### src/rtl/adc_trig_cal_defs.svh
// offsets, field positions, reset values and timing counts for the trigger/calibration block
// assumes a 12-bit APB byte address and a 250 MHz ref_clk
`ifndef ADC_TRIG_CAL_DEFS_SVH
`define ADC_TRIG_CAL_DEFS_SVH

`define APB_ADDR_W 12
`define TRIG_SEL_BASE 12'h000
`define TRIG_SEL_COUNT 3'd6
`define CORE_CAL_LOW_ADDR 12'h018
`define CORE_CAL_HIGH_ADDR 12'h01c
`define CORE_COUNT 4
`define CHANNEL_COUNT 12

`define TRIG_FIELD_W 5
`define TRIG_HI_LSB 8
`define TRIG_LO_LSB 0
`define TRIG_CODE_NONE 5'h00
`define TRIG_CODE_RESERVED 5'h03

`define CAL_RDY_BIT 7
`define CAL_BYPASS_BIT 3
`define CAL_DIFF_BIT 2
`define CAL_EN_BIT 1
`define CAL_START_BIT 0

`define REG_RESET 16'h0000
`define RD_IDLE 32'h0000_0000

`define CLK_PERIOD_PS 4000
`define CAL_TIME_NS 1000
`define PWRUP_WAIT_NS 400
// least times: round up to whole cycles
`define CAL_CYCLES ((`CAL_TIME_NS * 1000 + `CLK_PERIOD_PS - 1) / `CLK_PERIOD_PS)
`define PWRUP_CYCLES ((`PWRUP_WAIT_NS * 1000 + `CLK_PERIOD_PS - 1) / `CLK_PERIOD_PS)

`endif

### src/rtl/adc_trig_cal_pkg.sv
// types shared by the trigger-select and core calibration logic
// assumes nothing of its surroundings
package adc_trig_cal_pkg;
    typedef logic [4:0] trig_code_t;
    typedef enum logic [2:0] {
        ST_WAIT = 3'b001,
        ST_IDLE = 3'b010,
        ST_CAL  = 3'b100
    } cal_state_t;
endpackage

### src/rtl/adc_trig_cal_top.sv
// trigger source selection for channels 4x+2/4x+3 and dedicated core calibration control
// assumes an APB master on ref_clk and trigger sources synchronous to ref_clk
//
// Functional notes
// - six select registers: bits 12-8 pick channel 4x+3, bits 4-0 channel 4x+2
// - code 0 no trigger, 1 common software, 2 level software, 3 reserved
// - code 4 special event, codes 5-10 primary triggers of generators 1-6
// - code 12 timer 1, 13 timer 2, 14 secondary special event
// - codes 15-20 secondary triggers of generators 1-6
// - codes 22/23 output compare 1/2, codes 11/21 logic cells one/two
// - codes 24-29 current-limit triggers of generators 1-6
// - code 30 trigger generator output 30, code 31 external pin
// - one calibration byte per core: cores 0/1 low register, 2/3 high
// - ready flag low during calibration, high once finished
// - bypass set skips power-up calibration, clear calibrates after power-up
// - differential bit picks differential or single-ended calibration
// - enable bit clear hides ready, bypass, differential and start bits
// - writing start launches calibration, hardware clears start afterwards
//
// Implementation choices: the APB slave port and the register offsets.
`timescale 1ns/1ps
`include "adc_trig_cal_defs.svh"
module adc_trig_cal_top
    import adc_trig_cal_pkg::*;
#(
    parameter int ADDR_W = `APB_ADDR_W,
    parameter int CAL_CYCLES = `CAL_CYCLES,
    parameter int PWRUP_CYCLES = `PWRUP_CYCLES
) (
    input wire logic ref_clk, // system clock, 250 MHz
    input wire logic rst_b, // sync reset, active low
    input wire logic psel, // APB select
    input wire logic penable, // APB access phase
    input wire logic pwrite, // APB direction
    input wire logic [ADDR_W-1:0] paddr, // APB byte address
    input wire logic [31:0] pwdata, // APB write data
    input wire logic [3:0] pstrb, // APB byte strobes
    output logic [31:0] prdata, // APB read data
    output logic pready, // APB ready
    output logic pslverr, // APB error, unmapped address
    input wire logic sw_common_trig, // common software trigger
    input wire logic sw_level_trig, // level software trigger
    input wire logic pwm_special_event, // pwm special event trigger
    input wire logic [5:0] pwm_primary_trig, // primary trigger, generators 1-6
    input wire logic logic_cell_one_output, // logic cell one
    input wire logic timer1_period_match, // timer 1 period match
    input wire logic timer2_period_match, // timer 2 period match
    input wire logic pwm_secondary_special_event, // secondary special event
    input wire logic [5:0] pwm_secondary_trig, // secondary trigger, generators 1-6
    input wire logic logic_cell_two_output, // logic cell two
    input wire logic out_compare1_trig, // output compare 1
    input wire logic out_compare2_trig, // output compare 2
    input wire logic [5:0] pwm_current_limit_trig, // current limit, generators 1-6
    input wire logic peripheral_trigger_generator_out30, // trigger generator output 30
    input wire logic external_conv_trigger_pin, // external trigger pin
    output logic [11:0] conv_trigger, // [2x] channel 4x+2, [2x+1] channel 4x+3
    output logic [3:0] core_cal_active, // per core calibration running
    output logic [3:0] core_cal_diff_mode // per core calibration input mode
);
    localparam int CH = `CHANNEL_COUNT;
    localparam int CORES = `CORE_COUNT;

    trig_code_t trig_sel [CH];
    logic [31:0] src;
    logic [31:0] rd_word;
    logic hit_trig, hit_cal_lo, hit_cal_hi, mapped;
    logic setup, wr_go;
    logic [3:0] rd_lo_i, rd_hi_i;
    logic [CORES-1:0] core_wr;
    logic [7:0] core_rbyte [CORES];
    logic trig_q [CH];

    // source vector indexed by select code; 0 and 3 tied low
    assign src = {
        external_conv_trigger_pin,
        peripheral_trigger_generator_out30,
        pwm_current_limit_trig,
        out_compare2_trig,
        out_compare1_trig,
        logic_cell_two_output,
        pwm_secondary_trig,
        pwm_secondary_special_event,
        timer2_period_match,
        timer1_period_match,
        logic_cell_one_output,
        pwm_primary_trig,
        pwm_special_event,
        1'b0,
        sw_level_trig,
        sw_common_trig,
        1'b0
    };

    // address decode
    always_comb begin
        hit_trig = 1'b0;
        hit_cal_lo = 1'b0;
        hit_cal_hi = 1'b0;
        if (paddr[1:0] == 2'b00 && paddr[ADDR_W-1:5] == '0 && paddr[4:2] < `TRIG_SEL_COUNT) begin
            hit_trig = 1'b1;
        end else if (paddr == `CORE_CAL_LOW_ADDR) begin
            hit_cal_lo = 1'b1;
        end else if (paddr == `CORE_CAL_HIGH_ADDR) begin
            hit_cal_hi = 1'b1;
        end
    end

    assign mapped = hit_trig | hit_cal_lo | hit_cal_hi;
    assign setup = psel && !penable;
    // no wait state: data and ready are registered in the setup cycle
    assign wr_go = psel && penable && pready && pwrite && mapped;
    assign rd_lo_i = {paddr[4:2], 1'b0};
    assign rd_hi_i = {paddr[4:2], 1'b1};

    always_comb begin
        rd_word = `RD_IDLE;
        if (hit_trig) begin
            rd_word[`TRIG_HI_LSB +: `TRIG_FIELD_W] = trig_sel[rd_hi_i];
            rd_word[`TRIG_LO_LSB +: `TRIG_FIELD_W] = trig_sel[rd_lo_i];
        end else if (hit_cal_lo) begin
            rd_word[15:0] = {core_rbyte[1], core_rbyte[0]};
        end else if (hit_cal_hi) begin
            rd_word[15:0] = {core_rbyte[3], core_rbyte[2]};
        end
    end

    always_ff @(posedge ref_clk) begin
        if (!rst_b) begin
            pready <= 1'b0;
            pslverr <= 1'b0;
            prdata <= `RD_IDLE;
        end else begin
            pready <= setup;
            if (setup) begin
                pslverr <= !mapped;
                prdata <= pwrite ? `RD_IDLE : rd_word;
            end else begin
                pslverr <= 1'b0;
                prdata <= `RD_IDLE;
            end
        end
    end

    // select registers: even entry is channel 4x+2, odd entry channel 4x+3
    for (genvar x = 0; x < CH / 2; x++) begin : g_sel
        always_ff @(posedge ref_clk) begin
            if (!rst_b) begin
                trig_sel[2*x] <= `TRIG_CODE_NONE;
                trig_sel[2*x+1] <= `TRIG_CODE_NONE;
            end else if (wr_go && hit_trig && paddr[4:2] == 3'(x)) begin
                if (pstrb[0]) trig_sel[2*x] <= pwdata[`TRIG_LO_LSB +: `TRIG_FIELD_W];
                if (pstrb[1]) trig_sel[2*x+1] <= pwdata[`TRIG_HI_LSB +: `TRIG_FIELD_W];
            end
        end
    end

    // registered so each channel sees a glitch-free one-cycle-late trigger
    for (genvar j = 0; j < CH; j++) begin : g_trig
        always_ff @(posedge ref_clk) begin
            if (!rst_b) trig_q[j] <= 1'b0;
            else trig_q[j] <= src[trig_sel[j]];
        end
        assign conv_trigger[j] = trig_q[j];
    end

    for (genvar k = 0; k < CORES; k++) begin : g_core
        localparam int LANE = k % 2;
        assign core_wr[k] = wr_go && ((k < 2) ? hit_cal_lo : hit_cal_hi) && pstrb[LANE];
        core_cal_ctrl #(
            .CAL_CYCLES(CAL_CYCLES),
            .PWRUP_CYCLES(PWRUP_CYCLES)
        ) u_core (
            .ref_clk(ref_clk),
            .rst_b(rst_b),
            .wr(core_wr[k]),
            .wbyte(pwdata[8*LANE +: 8]),
            .rbyte(core_rbyte[k]),
            .cal_active(core_cal_active[k]),
            .cal_diff_mode(core_cal_diff_mode[k])
        );
    end
endmodule

### src/rtl/core_cal_ctrl.sv
// calibration control group of one dedicated converter core (one register byte)
// assumes wr is a one-cycle APB write strobe for this byte lane
`timescale 1ns/1ps
`include "adc_trig_cal_defs.svh"
module core_cal_ctrl
    import adc_trig_cal_pkg::*;
#(
    parameter int CAL_CYCLES = `CAL_CYCLES,
    parameter int PWRUP_CYCLES = `PWRUP_CYCLES
) (
    input wire logic ref_clk, // system clock
    input wire logic rst_b, // sync reset, active low
    input wire logic wr, // write strobe for this byte
    input wire logic [7:0] wbyte, // write data byte
    output logic [7:0] rbyte, // read view of this byte
    output logic cal_active, // core is calibrating
    output logic cal_diff_mode // mode of the running calibration
);
    cal_state_t state, next_state;
    logic [15:0] cnt;
    logic en, bypass, diff, start, ready;
    logic wait_end, cal_end, start_ok;

    assign wait_end = (state == ST_WAIT) && (cnt == 16'(PWRUP_CYCLES - 1));
    assign cal_end = (state == ST_CAL) && (cnt == 16'(CAL_CYCLES - 1));
    assign start_ok = wr && en && wbyte[`CAL_START_BIT];

    always_comb begin
        next_state = state;
        case (state)
            ST_WAIT: if (wait_end) next_state = bypass ? ST_IDLE : ST_CAL;
            ST_IDLE: if (start) next_state = ST_CAL;
            ST_CAL: if (cal_end) next_state = ST_IDLE;
            default: next_state = ST_IDLE;
        endcase
    end

    always_ff @(posedge ref_clk) begin
        if (!rst_b) begin
            state <= ST_WAIT;
            cnt <= 16'h0000;
        end else begin
            state <= next_state;
            if (next_state != state || state == ST_IDLE) cnt <= 16'h0000;
            else cnt <= cnt + 16'h0001;
        end
    end

    always_ff @(posedge ref_clk) begin
        if (!rst_b) begin
            ready <= 1'b0;
            cal_active <= 1'b0;
            cal_diff_mode <= 1'b0;
        end else begin
            cal_active <= (next_state == ST_CAL);
            if (next_state == ST_CAL) ready <= 1'b0;
            else if (next_state == ST_IDLE) ready <= 1'b1;
            // mode is frozen for the whole run
            if (next_state == ST_CAL && state != ST_CAL) cal_diff_mode <= diff;
        end
    end

    always_ff @(posedge ref_clk) begin
        if (!rst_b) begin
            en <= 1'b0;
            bypass <= 1'b0;
            diff <= 1'b0;
        end else begin
            if (wr) en <= wbyte[`CAL_EN_BIT];
            // gated by the enable already held, not the one in the same write
            if (wr && en) begin
                bypass <= wbyte[`CAL_BYPASS_BIT];
                diff <= wbyte[`CAL_DIFF_BIT];
            end
        end
    end

    // set beats the hardware clear so a start written at acceptance is not lost
    always_ff @(posedge ref_clk) begin
        if (!rst_b) start <= 1'b0;
        else if (start_ok) start <= 1'b1;
        else if (state == ST_IDLE && start) start <= 1'b0;
    end

    assign rbyte = {en & ready, 3'b000, en & bypass, en & diff, en, en & start};
endmodule

### config.mk
export PLATFORM = sky130hd
export DESIGN_NAME = adc_trig_cal_top
export DESIGN_NICKNAME = d
export VERILOG_FILES = /design/src/rtl/adc_trig_cal_pkg.sv /design/src/rtl/adc_trig_cal_top.sv /design/src/rtl/core_cal_ctrl.sv
export VERILOG_INCLUDE_DIRS = /design/src /design/src/rtl
export SDC_FILE = /design/constraint.sdc
export NUM_CORES = 1
export LEC_CHECK = 0
export BUFFER_PORTS_ARGS = -buffer_cell sky130_fd_sc_hd__buf_2
export CORE_ASPECT_RATIO = 1.25
export CORE_MARGIN = 2
export CORE_UTILIZATION = 34
export CTS_BUF_LIST = sky130_fd_sc_hd__clkbuf_8
export DETAILED_ROUTE_END_ITERATION = 7
export PLACE_DENSITY = 0.59
export SLEW_MARGIN = 20
export SYNTH_ARGS = -nofsm -noshare
export SYNTH_HDL_FRONTEND = slang
export SYNTH_SLANG_ARGS = --single-unit
### constraint.sdc
create_clock -name ref_clk -period 4.5 [get_ports ref_clk]
set_clock_uncertainty 0.2 [all_clocks]
set_input_delay 0.45 -clock ref_clk [delete_from_list [all_inputs] [get_ports ref_clk]]
set_output_delay 0.45 -clock ref_clk [all_outputs]
set_load 0.05 [all_outputs]
==> impl_metrics.env, run 1 <==
export IMPL_slew_headroom_pct=36.8
export IMPL_cts_repair_resize_count=0
export IMPL_rr_startpoint="g_core[1].u_core.cnt[0]$_SDFF_PP0_"
export IMPL_dp_hpwl_um=22100
export IMPL_clk_path_buf_depth=2
export IMPL_regToRegSetupSlack_ns=1.19
export IMPL_place_gp_congestion=0.842
export IMPL_ir_drop_v=0.000123
export IMPL_worstMarginPinSlew_ns=0.945
export IMPL_synth_compound_area_share_pct=7.62
export IMPL_swShare_pct=28.3
export IMPL_antenna_found_initial=3
export IMPL_synth_area_um2=11900
export IMPL_synth_async_reset_ratio_pct=0
export IMPL_grt_pass1_wl_um=49400
export IMPL_hold_viol=0
export IMPL_synth_top_family_by_area="multiplexers"
export IMPL_clockRootBuffer="clkbuf_8"
export IMPL_yosys_area_top_type="dfxtp_1"
export IMPL_gr_usage_met3_pct=3.86
export IMPL_path_class="flip-flop to flip-flop"
export IMPL_fillers=3459
export IMPL_gr_max_usage_layer="met2"
export IMPL_ff_latch_area_um2=4400
export IMPL_yosysUniqueCellTypes=73
export IMPL_drv_slew=0
export IMPL_drive_gt1_share_pct=22.6
export IMPL_seqPwrFrac_pct=53.9
export IMPL_worst_r2r_endpoint="g_core[1].u_core.cnt[9]$_SDFF_PP0_"
export IMPL_outcome="finished, final reports clean"
export IMPL_maxCapViolCount=0
export IMPL_ys_warn_count=0
export IMPL_portBuffers=92
export IMPL_synth_area_leaders="dfxtp_1 (22%), mux4_2 (19%), edfxtp_1 (15%), mux2i_1 (3.2%), nor2_1 (2.9%)"
export IMPL_setup_viol=0
export IMPL_grt_usage_pct=17.8
export IMPL_p_sw_mw=0.981
export IMPL_power_density_nw_per_um2=271
export IMPL_pre_cts_ws_ns=1.05
export IMPL_critPathLaunchType="flip-flop"
export IMPL_min_from="psel"
export IMPL_ys_seq_elements=190
export IMPL_antenna_left=0
export IMPL_htree_levels=4
export IMPL_synth_top_area_share_pct=21.9
export IMPL_cp_end_kind="flip-flop"
export IMPL_area_delta_synth_final_pct=7.96
export IMPL_yosys_area_share_adder_pct=0.844
export IMPL_synth_edf_count=60
export IMPL_synthMuxAreaShare_pct=22.8
export IMPL_path_max_fanout=16
export IMPL_drt_pass1_iterations=5
export IMPL_p_leak_nw=4.44
export IMPL_grt_max_degree=83
export IMPL_synth_xor_xnor_area_share_pct=4.14
export IMPL_clk_pin_slew_ns=0.09
export IMPL_io_pins=137
export IMPL_vias_per_cell=5.64
export IMPL_syn_area_per_cell_um2=10.5
export IMPL_p_clk_share_pct=31.5
export IMPL_overflow=0
export IMPL_final_nets=1235
export IMPL_wl_per_cell_um=19.6
export IMPL_clock_sinks=190
export IMPL_postCtsSetupBuffers=0
export IMPL_holdCritPathClass="input port to flip-flop"
export IMPL_worst_slack_ns=1.19
export IMPL_clock_latency_ns=0.48
export IMPL_fmax_mhz=302
export IMPL_fp_dieW_um=171
export IMPL_min_to="pready$_SDFF_PN0_"
export IMPL_core_area_um2=34400
export IMPL_finalWirelength_um=31800
export IMPL_multiInputGateArea_um2=6910
export IMPL_cts_tree="done"
export IMPL_numCtsBuffers=17
export IMPL_fp_dieArea_um2=36400
export IMPL_setup_tns_final_ns=0
export IMPL_drtIter0Drc=1005
export IMPL_grt_pass1_vias=8714
export IMPL_rsz0062_at_grt="false"
export IMPL_die_h_um=213
export IMPL_p_int_mw=2.49
export IMPL_hold_depth=3
export IMPL_initial_core_util_pct=34.5
export IMPL_reg2reg_depth=6
export IMPL_drc=0
export IMPL_netlist_instances=1129
export IMPL_arrival_ns=3.44
export IMPL_synth_simple_area_share_pct=22.2
export IMPL_grt_util_met1_pct=22.7
export IMPL_use_met2_pct=29.7
export IMPL_min_period_over_period_pct=73.5
export IMPL_ys_seq_area_share_pct=37.1
export IMPL_combPwrFrac_pct=14.5
export IMPL_ys_flop_type="dfxtp_1"
export IMPL_rows=76
export IMPL_vias=9169
export IMPL_cts_hold_buffers=0
export IMPL_crit_required_ns=4.63
export IMPL_min_period_ns=3.31
## cell usage after synthesis, drive strengths merged, types with 4 or more instances
cell / instances
and4: 8
nand4: 16
clkbuf: 75
xnor2: 34
mux4: 100
or4: 7
mux2i: 38
xor2: 22
a21o: 7
a2111oi: 6
nor2: 91
and2: 47
ha: 8
o22ai: 8
nand3: 56
nor3b: 14
and3: 17
and3b: 13
nor3: 47
dfxtp: 130
a22oi: 9
nor4: 17
or3: 5
edfxtp: 60
a21boi: 16
mux2: 6
buf: 43
nor2b: 18
a21oi: 27
nand3b: 18
nand2: 58
nand2b: 17
o31ai: 4
o21ai: 32
inv: 13
## placed cells by master, fill, tap and decap left out, types with 9 or more instances in the layout
| cell | n |
|---|---|
| clkbuf_8 | 20 |
| conb_1 | 20 |
| nand3b_1 | 18 |
| xor2_1 | 22 |
| buf_2 | 92 |
| xnor2_1 | 34 |
| nor3b_1 | 14 |
| nor2b_1 | 18 |
| nand4_1 | 16 |
| nand2b_1 | 17 |
| mux2i_1 | 38 |
| nor3_2 | 10 |
| dfxtp_1 | 130 |
| a21boi_0 | 16 |
| a21oi_1 | 25 |
| and3_1 | 16 |
| mux4_2 | 100 |
| nor4_1 | 16 |
| a22oi_1 | 9 |
| nand2_1 | 58 |
| inv_1 | 15 |
| nor2_1 | 91 |
| nand3_1 | 56 |
| and2_1 | 47 |
| and3b_1 | 13 |
| nor3_1 | 37 |
| edfxtp_1 | 60 |
| o21ai_0 | 31 |
## sequential cells by signal, summed over array words and instances, names as in the netlist, 12 cells and up
| signal | flops |
|---|---|
| g_core.u_core.cnt | 64 |
| trig_sel | 60 |
| g_core.u_core.state | 12 |
| prdata | 12 |
| trig_q | 12 |
## how the worst max path moves through the flow
stage                                       startpoint                                  to  cells after the start
floorplan                                     paddr[9]        trig_sel[1][0]$_SDFFCE_PN0P_                      4
global placement                              paddr[9]        trig_sel[0][7]$_SDFFCE_PN0P_                      6
detailed placement                            paddr[9]        trig_sel[0][7]$_SDFFCE_PN0P_                      6
CTS                 g_core[1].u_core.cnt[0]$_SDFF_PP0_  g_core[1].u_core.cnt[9]$_SDFF_PP0_                      6
global route        g_core[1].u_core.cnt[0]$_SDFF_PP0_  g_core[1].u_core.cnt[8]$_SDFF_PP0_                      6
finish              g_core[1].u_core.cnt[0]$_SDFF_PP0_  g_core[1].u_core.cnt[9]$_SDFF_PP0_                      6
## metal layers
layer | wire, um | share of wire [%] | up-vias
li1 | - | - | 4205
met1 | 12900 | 40 | 4469
met2 | 15500 | 49 | 420
met3 | 2630 | 8.3 | 71
met4 | 827 | 2.6 | 4
met5 | 27 | 0.085 | -
## worst max-delay path, stage by stage (launching register included)
cell	delay, ns
dfxtp_1	0.41
ha_1	0.25
or4b_2	0.61
nor4_1	0.70
nand3_1	0.23
a21oi_2	0.63
nor3_1	0.14
## cell type report
| class | count | share of cell area (%) |
|---|---|---|
| inverter | 13 | 0.381 |
| tap | 468 | 4.57 |
| timing repair buffer | 95 | 3.77 |
| sequential | 190 | 34.4 |
| multi-input combinational | 827 | 54.0 |
| antenna | 1 | 0.0195 |
| clock inverter | 12 | 0.743 |
| clock buffer | 20 | 2.15 |
## power groups by stage
stage	Combinational [mW]	Clock [mW]	Sequential, mW
CTS	0.502	1.14	1.87
global route	0.541	1.20	1.88
finish	0.505	1.09	1.87
detailed placement	0.501	0	1.91
global placement	0.494	0	1.91
floorplan	0.386	0	1.90
## through the flow
stage | total power [mW] | instances | hold WS, ns | utilization, % | area, um2
CTS | 3.51 | 1625 | 0.0400 | 37.2 | 12800
finish | 3.47 | 1626 | 0.0721 | 37.2 | 12800
floorplan | 2.29 | 1148 | 0.230 | - | 11900
global placement | 2.40 | 1593 | 0.241 | 36.1 | 12400
detailed placement | 2.41 | 1593 | 0.251 | 36.1 | 12400
global route | 3.62 | 1626 | 0.108 | 37.2 | 12800
## kinds of logic (layout without fill, tap and decap cells)
kind of cell | count (synthesis) | after routing
simple gates | 466 | 466
mux | 144 | 144
other cells | 1 | 21
fa+ha+maj | 8 | 8
compound gates | 133 | 133
buf+inv | 131 | 140
xor+xnor | 56 | 56
flops | 190 | 190
No activity file was read; power rests on OpenSTA's default activity.
==> run 2, diff against run 1 <==
==> constraint.sdc (replaced) <==
create_clock -name ref_clk -period 3.2 [get_ports ref_clk]
set_clock_uncertainty 0.2 [all_clocks]
set_input_delay 0.32 -clock ref_clk [delete_from_list [all_inputs] [get_ports ref_clk]]
set_output_delay 0.32 -clock ref_clk [all_outputs]
set_load 0.05 [all_outputs]
==> run 2 against run 1 <==
Sequential cell count unchanged. Clock power grew 39%. Die area stayed put. Clock-buffer cell count is the same.
==> impl_metrics.env, run 2 (synthesis results as in run 1) <==
export IMPL_outcome="finished, final reports clean"
export IMPL_holdCritPathClass="input port to flip-flop"
export IMPL_slew_headroom_pct=53.3
export IMPL_gr_usage_met3_pct=3.67
export IMPL_die_h_um=213
export IMPL_io_pins=137
export IMPL_power_density_nw_per_um2=373
export IMPL_antenna_found_initial=1
export IMPL_cts_tree="done"
export IMPL_reg_top3="g_core.u_core.cnt (64), trig_sel (60)"
export IMPL_worstMarginPinSlew_ns=0.701
export IMPL_min_period_ns=2.83
export IMPL_path_delay_family="simple AND/OR/NAND/NOR gates"
export IMPL_p_sw_mw=1.37
export IMPL_antenna_left=0
export IMPL_p_clk_share_pct=31.0
export IMPL_final_nets=1272
export IMPL_setup_tns_final_ns=0
export IMPL_layout_common_cells="dfxtp_1 (130), mux4_2 (100), buf_2 (92), nor2_1 (91), edfxtp_1 (60)"
export IMPL_place_gp_congestion=0.864
export IMPL_dp_hpwl_um=22200
export IMPL_numCtsBuffers=17
export IMPL_clk_pin_slew_ns=0.09
export IMPL_layout_commonest_cell="dfxtp_1"
export IMPL_finish_utilization_pct=38.1
export IMPL_grt_usage_pct=18.0
export IMPL_clock_latency_ns=0.46
export IMPL_finalWirelength_um=32100
export IMPL_power_total_mw=4.89
export IMPL_path_max_fanout=16
export IMPL_diodes=0
export IMPL_min_period_over_period_pct=88.5
export IMPL_drc=0
export IMPL_cts_hold_buffers=10
export IMPL_cp_num_buf_inv=1
export IMPL_clk_path_buf_depth=2
export IMPL_crit_required_ns=3.33
export IMPL_fmax_mhz=353
export IMPL_worst_slack_ns=0.367
export IMPL_drtIter0Drc=790
export IMPL_postCtsSetupBuffers=0
export IMPL_p_leak_nw=4.60
export IMPL_htree_levels=4
export IMPL_multiInputGateArea_um2=6900
export IMPL_grt_util_met1_pct=23.2
export IMPL_top_register="g_core.u_core.cnt"
export IMPL_ir_drop_v=0.000199
export IMPL_initial_core_util_pct=34.5
export IMPL_fp_dieArea_um2=36400
export IMPL_drv_slew=0
export IMPL_p_int_mw=3.52
export IMPL_cp_slowest_cell="or4b_4"
export IMPL_fp_dieW_um=171
export IMPL_hold_viol=0
export IMPL_grt_max_degree=83
export IMPL_overflow=0
export IMPL_portBuffers=92
export IMPL_largest_register_ffs=64
export IMPL_use_met2_pct=30.0
export IMPL_drt_pass1_iterations=5
export IMPL_path_class="flip-flop to flip-flop"
export IMPL_cts_repair_resize_count=0
export IMPL_rows=76
export IMPL_wl_per_cell_um=19.3
export IMPL_vias=9314
export IMPL_arrival_ns=2.96
export IMPL_ff_latch_area_um2=4400
export IMPL_seqPwrFrac_pct=53.8
export IMPL_path_cells="ha_1 -> or4b_1 -> or4_4 -> or4b_4 -> a21oi_4 -> buf_4 -> nor3_1"
export IMPL_rsz0062_at_grt="false"
export IMPL_gr_max_usage_layer="met2"
export IMPL_clockRootBuffer="clkbuf_8"
export IMPL_combPwrFrac_pct=15.2
export IMPL_cp_end_kind="flip-flop"
export IMPL_maxCapViolCount=0
export IMPL_core_area_um2=34400
export IMPL_grt_pass1_wl_um=50500
export IMPL_vias_per_cell=5.60
export IMPL_drive_gt1_share_pct=24.0
export IMPL_pre_cts_ws_ns=0.250
export IMPL_area_delta_synth_final_pct=10.6
export IMPL_clock_sinks=190
export IMPL_setup_viol=0
export IMPL_swShare_pct=28.0
export IMPL_fillers=3487
export IMPL_critPathLaunchType="flip-flop"
export IMPL_max_stage_delay_ns=0.52
export IMPL_grt_pass1_vias=8924
[run 2: power by group through the flow]
stage	sequential [mW]	clock (mW)	combinational [mW]
4_1_cts	2.63	1.57	0.737
2_1_floorplan	2.67	0	0.543
3_5_place_dp	2.69	0	0.727
3_3_place_gp	2.68	0	0.716
5_1_grt	2.65	1.67	0.793
6_report	2.63	1.52	0.742
[run 2: per-stage QoR]
step	cells	instance area (um2)	hold slack (ns)
floorplan	1148	11900	0.230
global placement	1620	12600	0.247
detailed placement	1620	12600	0.255
CTS	1662	13100	0.00242
global route	1662	13100	0.0104
finish	1662	13100	0.0369
[run 2: layer usage]
| metal | routed length, um | share of wire, % |
|---|---|---|
| met3 | 2510 | 7.8 |
| met5 | 13 | 0.040 |
| met2 | 15800 | 49 |
| met1 | 13000 | 40 |
| met4 | 829 | 2.6 |
[run 2: worst min-delay path, stage by stage]
cell	delay, ns
buf_2	0.17
nand3_1	0.08
a21boi_0	0.07
[run 2: final cells by class]
| class | instances | area share, % |
|---|---|---|
| Clock inverter | 12 | 0.725 |
| Sequential cell | 190 | 33.6 |
| Inverter | 13 | 0.372 |
| Multi-Input combinational cell | 827 | 52.7 |
| Timing Repair Buffer | 132 | 6.09 |
| Tap cell | 468 | 4.47 |
| Clock buffer | 20 | 2.10 |
[run 2: path summary, 6_finish.rpt]
| check | startpoint | end | slack (ns) | cells after the start |
|---|---|---|---|---|
| max | g_core[0].u_core.cnt[0]$_SDFF_PP0_ | g_core[0].u_core.cnt[3]$_SDFF_PP0_ | 0.37 | 7 |
| min | pwdata[8] | g_core[3].u_core.start$_SDFFE_PN0P_ | 0.04 | 3 |
| max reg2reg | g_core[0].u_core.cnt[0]$_SDFF_PP0_ | g_core[0].u_core.cnt[3]$_SDFF_PP0_ | 0.37 | 7 |
| min reg2reg | g_core[1].u_core.ready$_SDFFE_PP0N_ | g_core[1].u_core.ready$_SDFFE_PP0N_ | 0.26 | 2 |
==> run 3, diff against run 2 <==
==> constraint.sdc (replaced) <==
create_clock -name ref_clk -period 3.5 [get_ports ref_clk]
set_clock_uncertainty 0.2 [all_clocks]
set_input_delay 0.35 -clock ref_clk [delete_from_list [all_inputs] [get_ports ref_clk]]
set_output_delay 0.35 -clock ref_clk [all_outputs]
set_load 0.05 [all_outputs]
==> run 3 against run 2 <==
Non-clock buffer count is 9 lower. Largest power group unchanged. Register-to-register slack better by 0.22 ns. Clock power is 9.9% lower. Worst setup slack better by 0.22 ns. Sequential cell count stayed put. Die area stayed put. Sequential power is 8.7% lower. Critical endpoint is now g_core[0].u_core.cnt[6]$_SDFF_PP0_. Maximum frequency is 2.6% lower. Core utilization is 0.28 points lower. Worst hold slack worse by 0.0048 ns.
==> impl_metrics.env, run 3 (synthesis results as in run 1) <==
export IMPL_hold_depth=3
export IMPL_holdCritPathClass="input port to flip-flop"
export IMPL_clockRootBuffer="clkbuf_8"
export IMPL_grt_usage_pct=17.6
export IMPL_fp_dieArea_um2=36400
export IMPL_clock_latency_ns=0.48
export IMPL_cp_end_kind="flip-flop"
export IMPL_min_to="g_core[0].u_core.start$_SDFFE_PN0P_"
export IMPL_path_cells="ha_1 -> or4b_1 -> or4_4 -> or4b_4 -> a21oi_4 -> buf_4 -> nor3_1"
export IMPL_finalWirelength_um=31800
export IMPL_max_stage_delay_ns=0.52
export IMPL_setup_tns_final_ns=0
export IMPL_ir_drop_v=0.000181
export IMPL_drive_gt1_share_pct=23.8
export IMPL_reg2reg_depth=7
export IMPL_dr_max_layer_used="met5"
export IMPL_wl_per_cell_um=19.3
export IMPL_portBuffers=92
export IMPL_power_density_nw_per_um2=341
export IMPL_antenna_left=0
export IMPL_arrival_ns=3.05
export IMPL_crit_required_ns=3.64
export IMPL_grt_pass1_wl_um=49100
export IMPL_slew_headroom_pct=43.6
export IMPL_reg_top3="g_core.u_core.cnt (64), trig_sel (60)"
export IMPL_path_max_fanout=16
export IMPL_drtIter0Drc=872
export IMPL_cp_slowest_cell="or4b_4"
export IMPL_grt_pass1_vias=8754
export IMPL_top_register="g_core.u_core.cnt"
export IMPL_min_period_ns=2.91
export IMPL_worstMarginPinSlew_ns=0.836
export IMPL_drc=0
export IMPL_die_h_um=213
export IMPL_grt_max_degree=83
export IMPL_hold_viol=0
export IMPL_clk_path_buf_depth=2
export IMPL_htree_levels=4
export IMPL_vias_per_cell=5.58
export IMPL_outcome="finished, final reports clean"
export IMPL_wl_met3_um=2400
export IMPL_vias=9229
export IMPL_rr_startpoint="g_core[0].u_core.cnt[0]$_SDFF_PP0_"
export IMPL_fillers=3459
export IMPL_largest_register_ffs=64
export IMPL_drt_pass1_iterations=6
export IMPL_setup_viol=0
export IMPL_drv_slew=0
export IMPL_antenna_found_initial=2
export IMPL_area_delta_synth_final_pct=9.75
export IMPL_dp_hpwl_um=22000
export IMPL_worst_r2r_endpoint="g_core[0].u_core.cnt[6]$_SDFF_PP0_"
export IMPL_path_class="flip-flop to flip-flop"
export IMPL_numCtsBuffers=17
export IMPL_p_leak_nw=4.56
export IMPL_core_area_um2=34400
export IMPL_rsz0062_at_grt="false"
export IMPL_final_nets=1263
export IMPL_regToRegSetupSlack_ns=0.59
export IMPL_rows=76
export IMPL_critPathLaunchType="flip-flop"
export IMPL_maxCapViolCount=0
export IMPL_holdWs_ns=0.0322
export IMPL_fp_dieW_um=171
export IMPL_layout_common_cells="dfxtp_1 (130), mux4_2 (100), buf_2 (92), nor2_1 (91), edfxtp_1 (60)"
export IMPL_clk_pin_slew_ns=0.09
export IMPL_min_period_over_period_pct=83.1
export IMPL_layout_commonest_cell="dfxtp_1"
export IMPL_fmax_mhz=344
export IMPL_place_gp_congestion=0.870
export IMPL_min_from="pwdata[0]"
export IMPL_wl_met2_um=15300
export IMPL_initial_core_util_pct=34.5
export IMPL_io_pins=137
export IMPL_overflow=0
export IMPL_wl_met1_um=13200
export IMPL_clock_sinks=190
export IMPL_postCtsSetupBuffers=0
export IMPL_cts_tree="done"
run 3: worst max path at each step:
stage	depth (start not counted)	to	slack, ns	from
final	7	g_core[0].u_core.cnt[6]$_SDFF_PP0_	0.59	g_core[0].u_core.cnt[0]$_SDFF_PP0_
after floorplan	6	trig_sel[0][0]$_SDFFCE_PN0P_	0.71	pready$_SDFF_PN0_
after global placement	6	trig_sel[3][6]$_SDFFCE_PN0P_	0.47	paddr[9]
after CTS	7	g_core[0].u_core.cnt[6]$_SDFF_PP0_	0.58	g_core[0].u_core.cnt[0]$_SDFF_PP0_
after detailed placement	6	trig_sel[3][7]$_SDFFCE_PN0P_	0.49	paddr[9]
after global routing	8	g_core[1].u_core.cnt[10]$_SDFF_PP0_	0.40	g_core[1].u_core.cnt[0]$_SDFF_PP0_
run 3: stage by stage:
stage	area, um2	util, %	power, mW	std cells	setup WS, ns
global route	13000	37.8	4.63	1654	0.405
global placement	12600	36.6	3.10	1616	0.469
detailed placement	12600	36.6	3.12	1616	0.488
finish	13000	37.8	4.44	1654	0.591
floorplan	11900	-	2.94	1148	0.711
CTS	13000	37.8	4.49	1653	0.578
run 3: cell type report:
| cell class | instances | area [um2] | share of cell area (%) |
|---|---|---|---|
| Antenna cell | 1 | 2.50 | 0.0192 |
| Tap cell | 468 | 586 | 4.50 |
| Timing Repair Buffer | 123 | 718 | 5.52 |
| Clock buffer | 18 | 248 | 1.90 |
| Sequential cell | 190 | 4400 | 33.8 |
| Multi-Input combinational cell | 827 | 6900 | 53.0 |
| Inverter | 13 | 48.8 | 0.375 |
| Clock inverter | 14 | 104 | 0.798 |
run 3: repair_timing:
item / CTS / global route
endpoints found under the hold margin: 6 / 0
hold buffers: 5 / 0
gates resized for setup: 0 / 0
run 3: critical path, delay by kind of cell (launching register included):
family	cells	cell delay, ns
and+or+nand+nor	4	1.53
adders and majority gates	1	0.27
DFF	1	0.42
AOI/OAI and AO/OA	1	0.12
buffers and inverters	1	0.25
run 3: report_power, final:
group | internal, mW | leakage (nW) | switching (mW)
clock | 0.570 | 0.190 | 0.795
combinational | 0.282 | 2.67 | 0.385
sequential | 2.32 | 1.70 | 0.0825
total | 3.17 | 4.56 | 1.26
run 3: per-layer routing:
| metal | vias to the layer above | global-route usage, % |
|---|---|---|
| met5 | - | 0 |
| met2 | 422 | 29.3 |
| met4 | 2 | 6.31 |
| met3 | 51 | 3.48 |
| met1 | 4496 | 22.6 |
| li1 | 4258 | - |
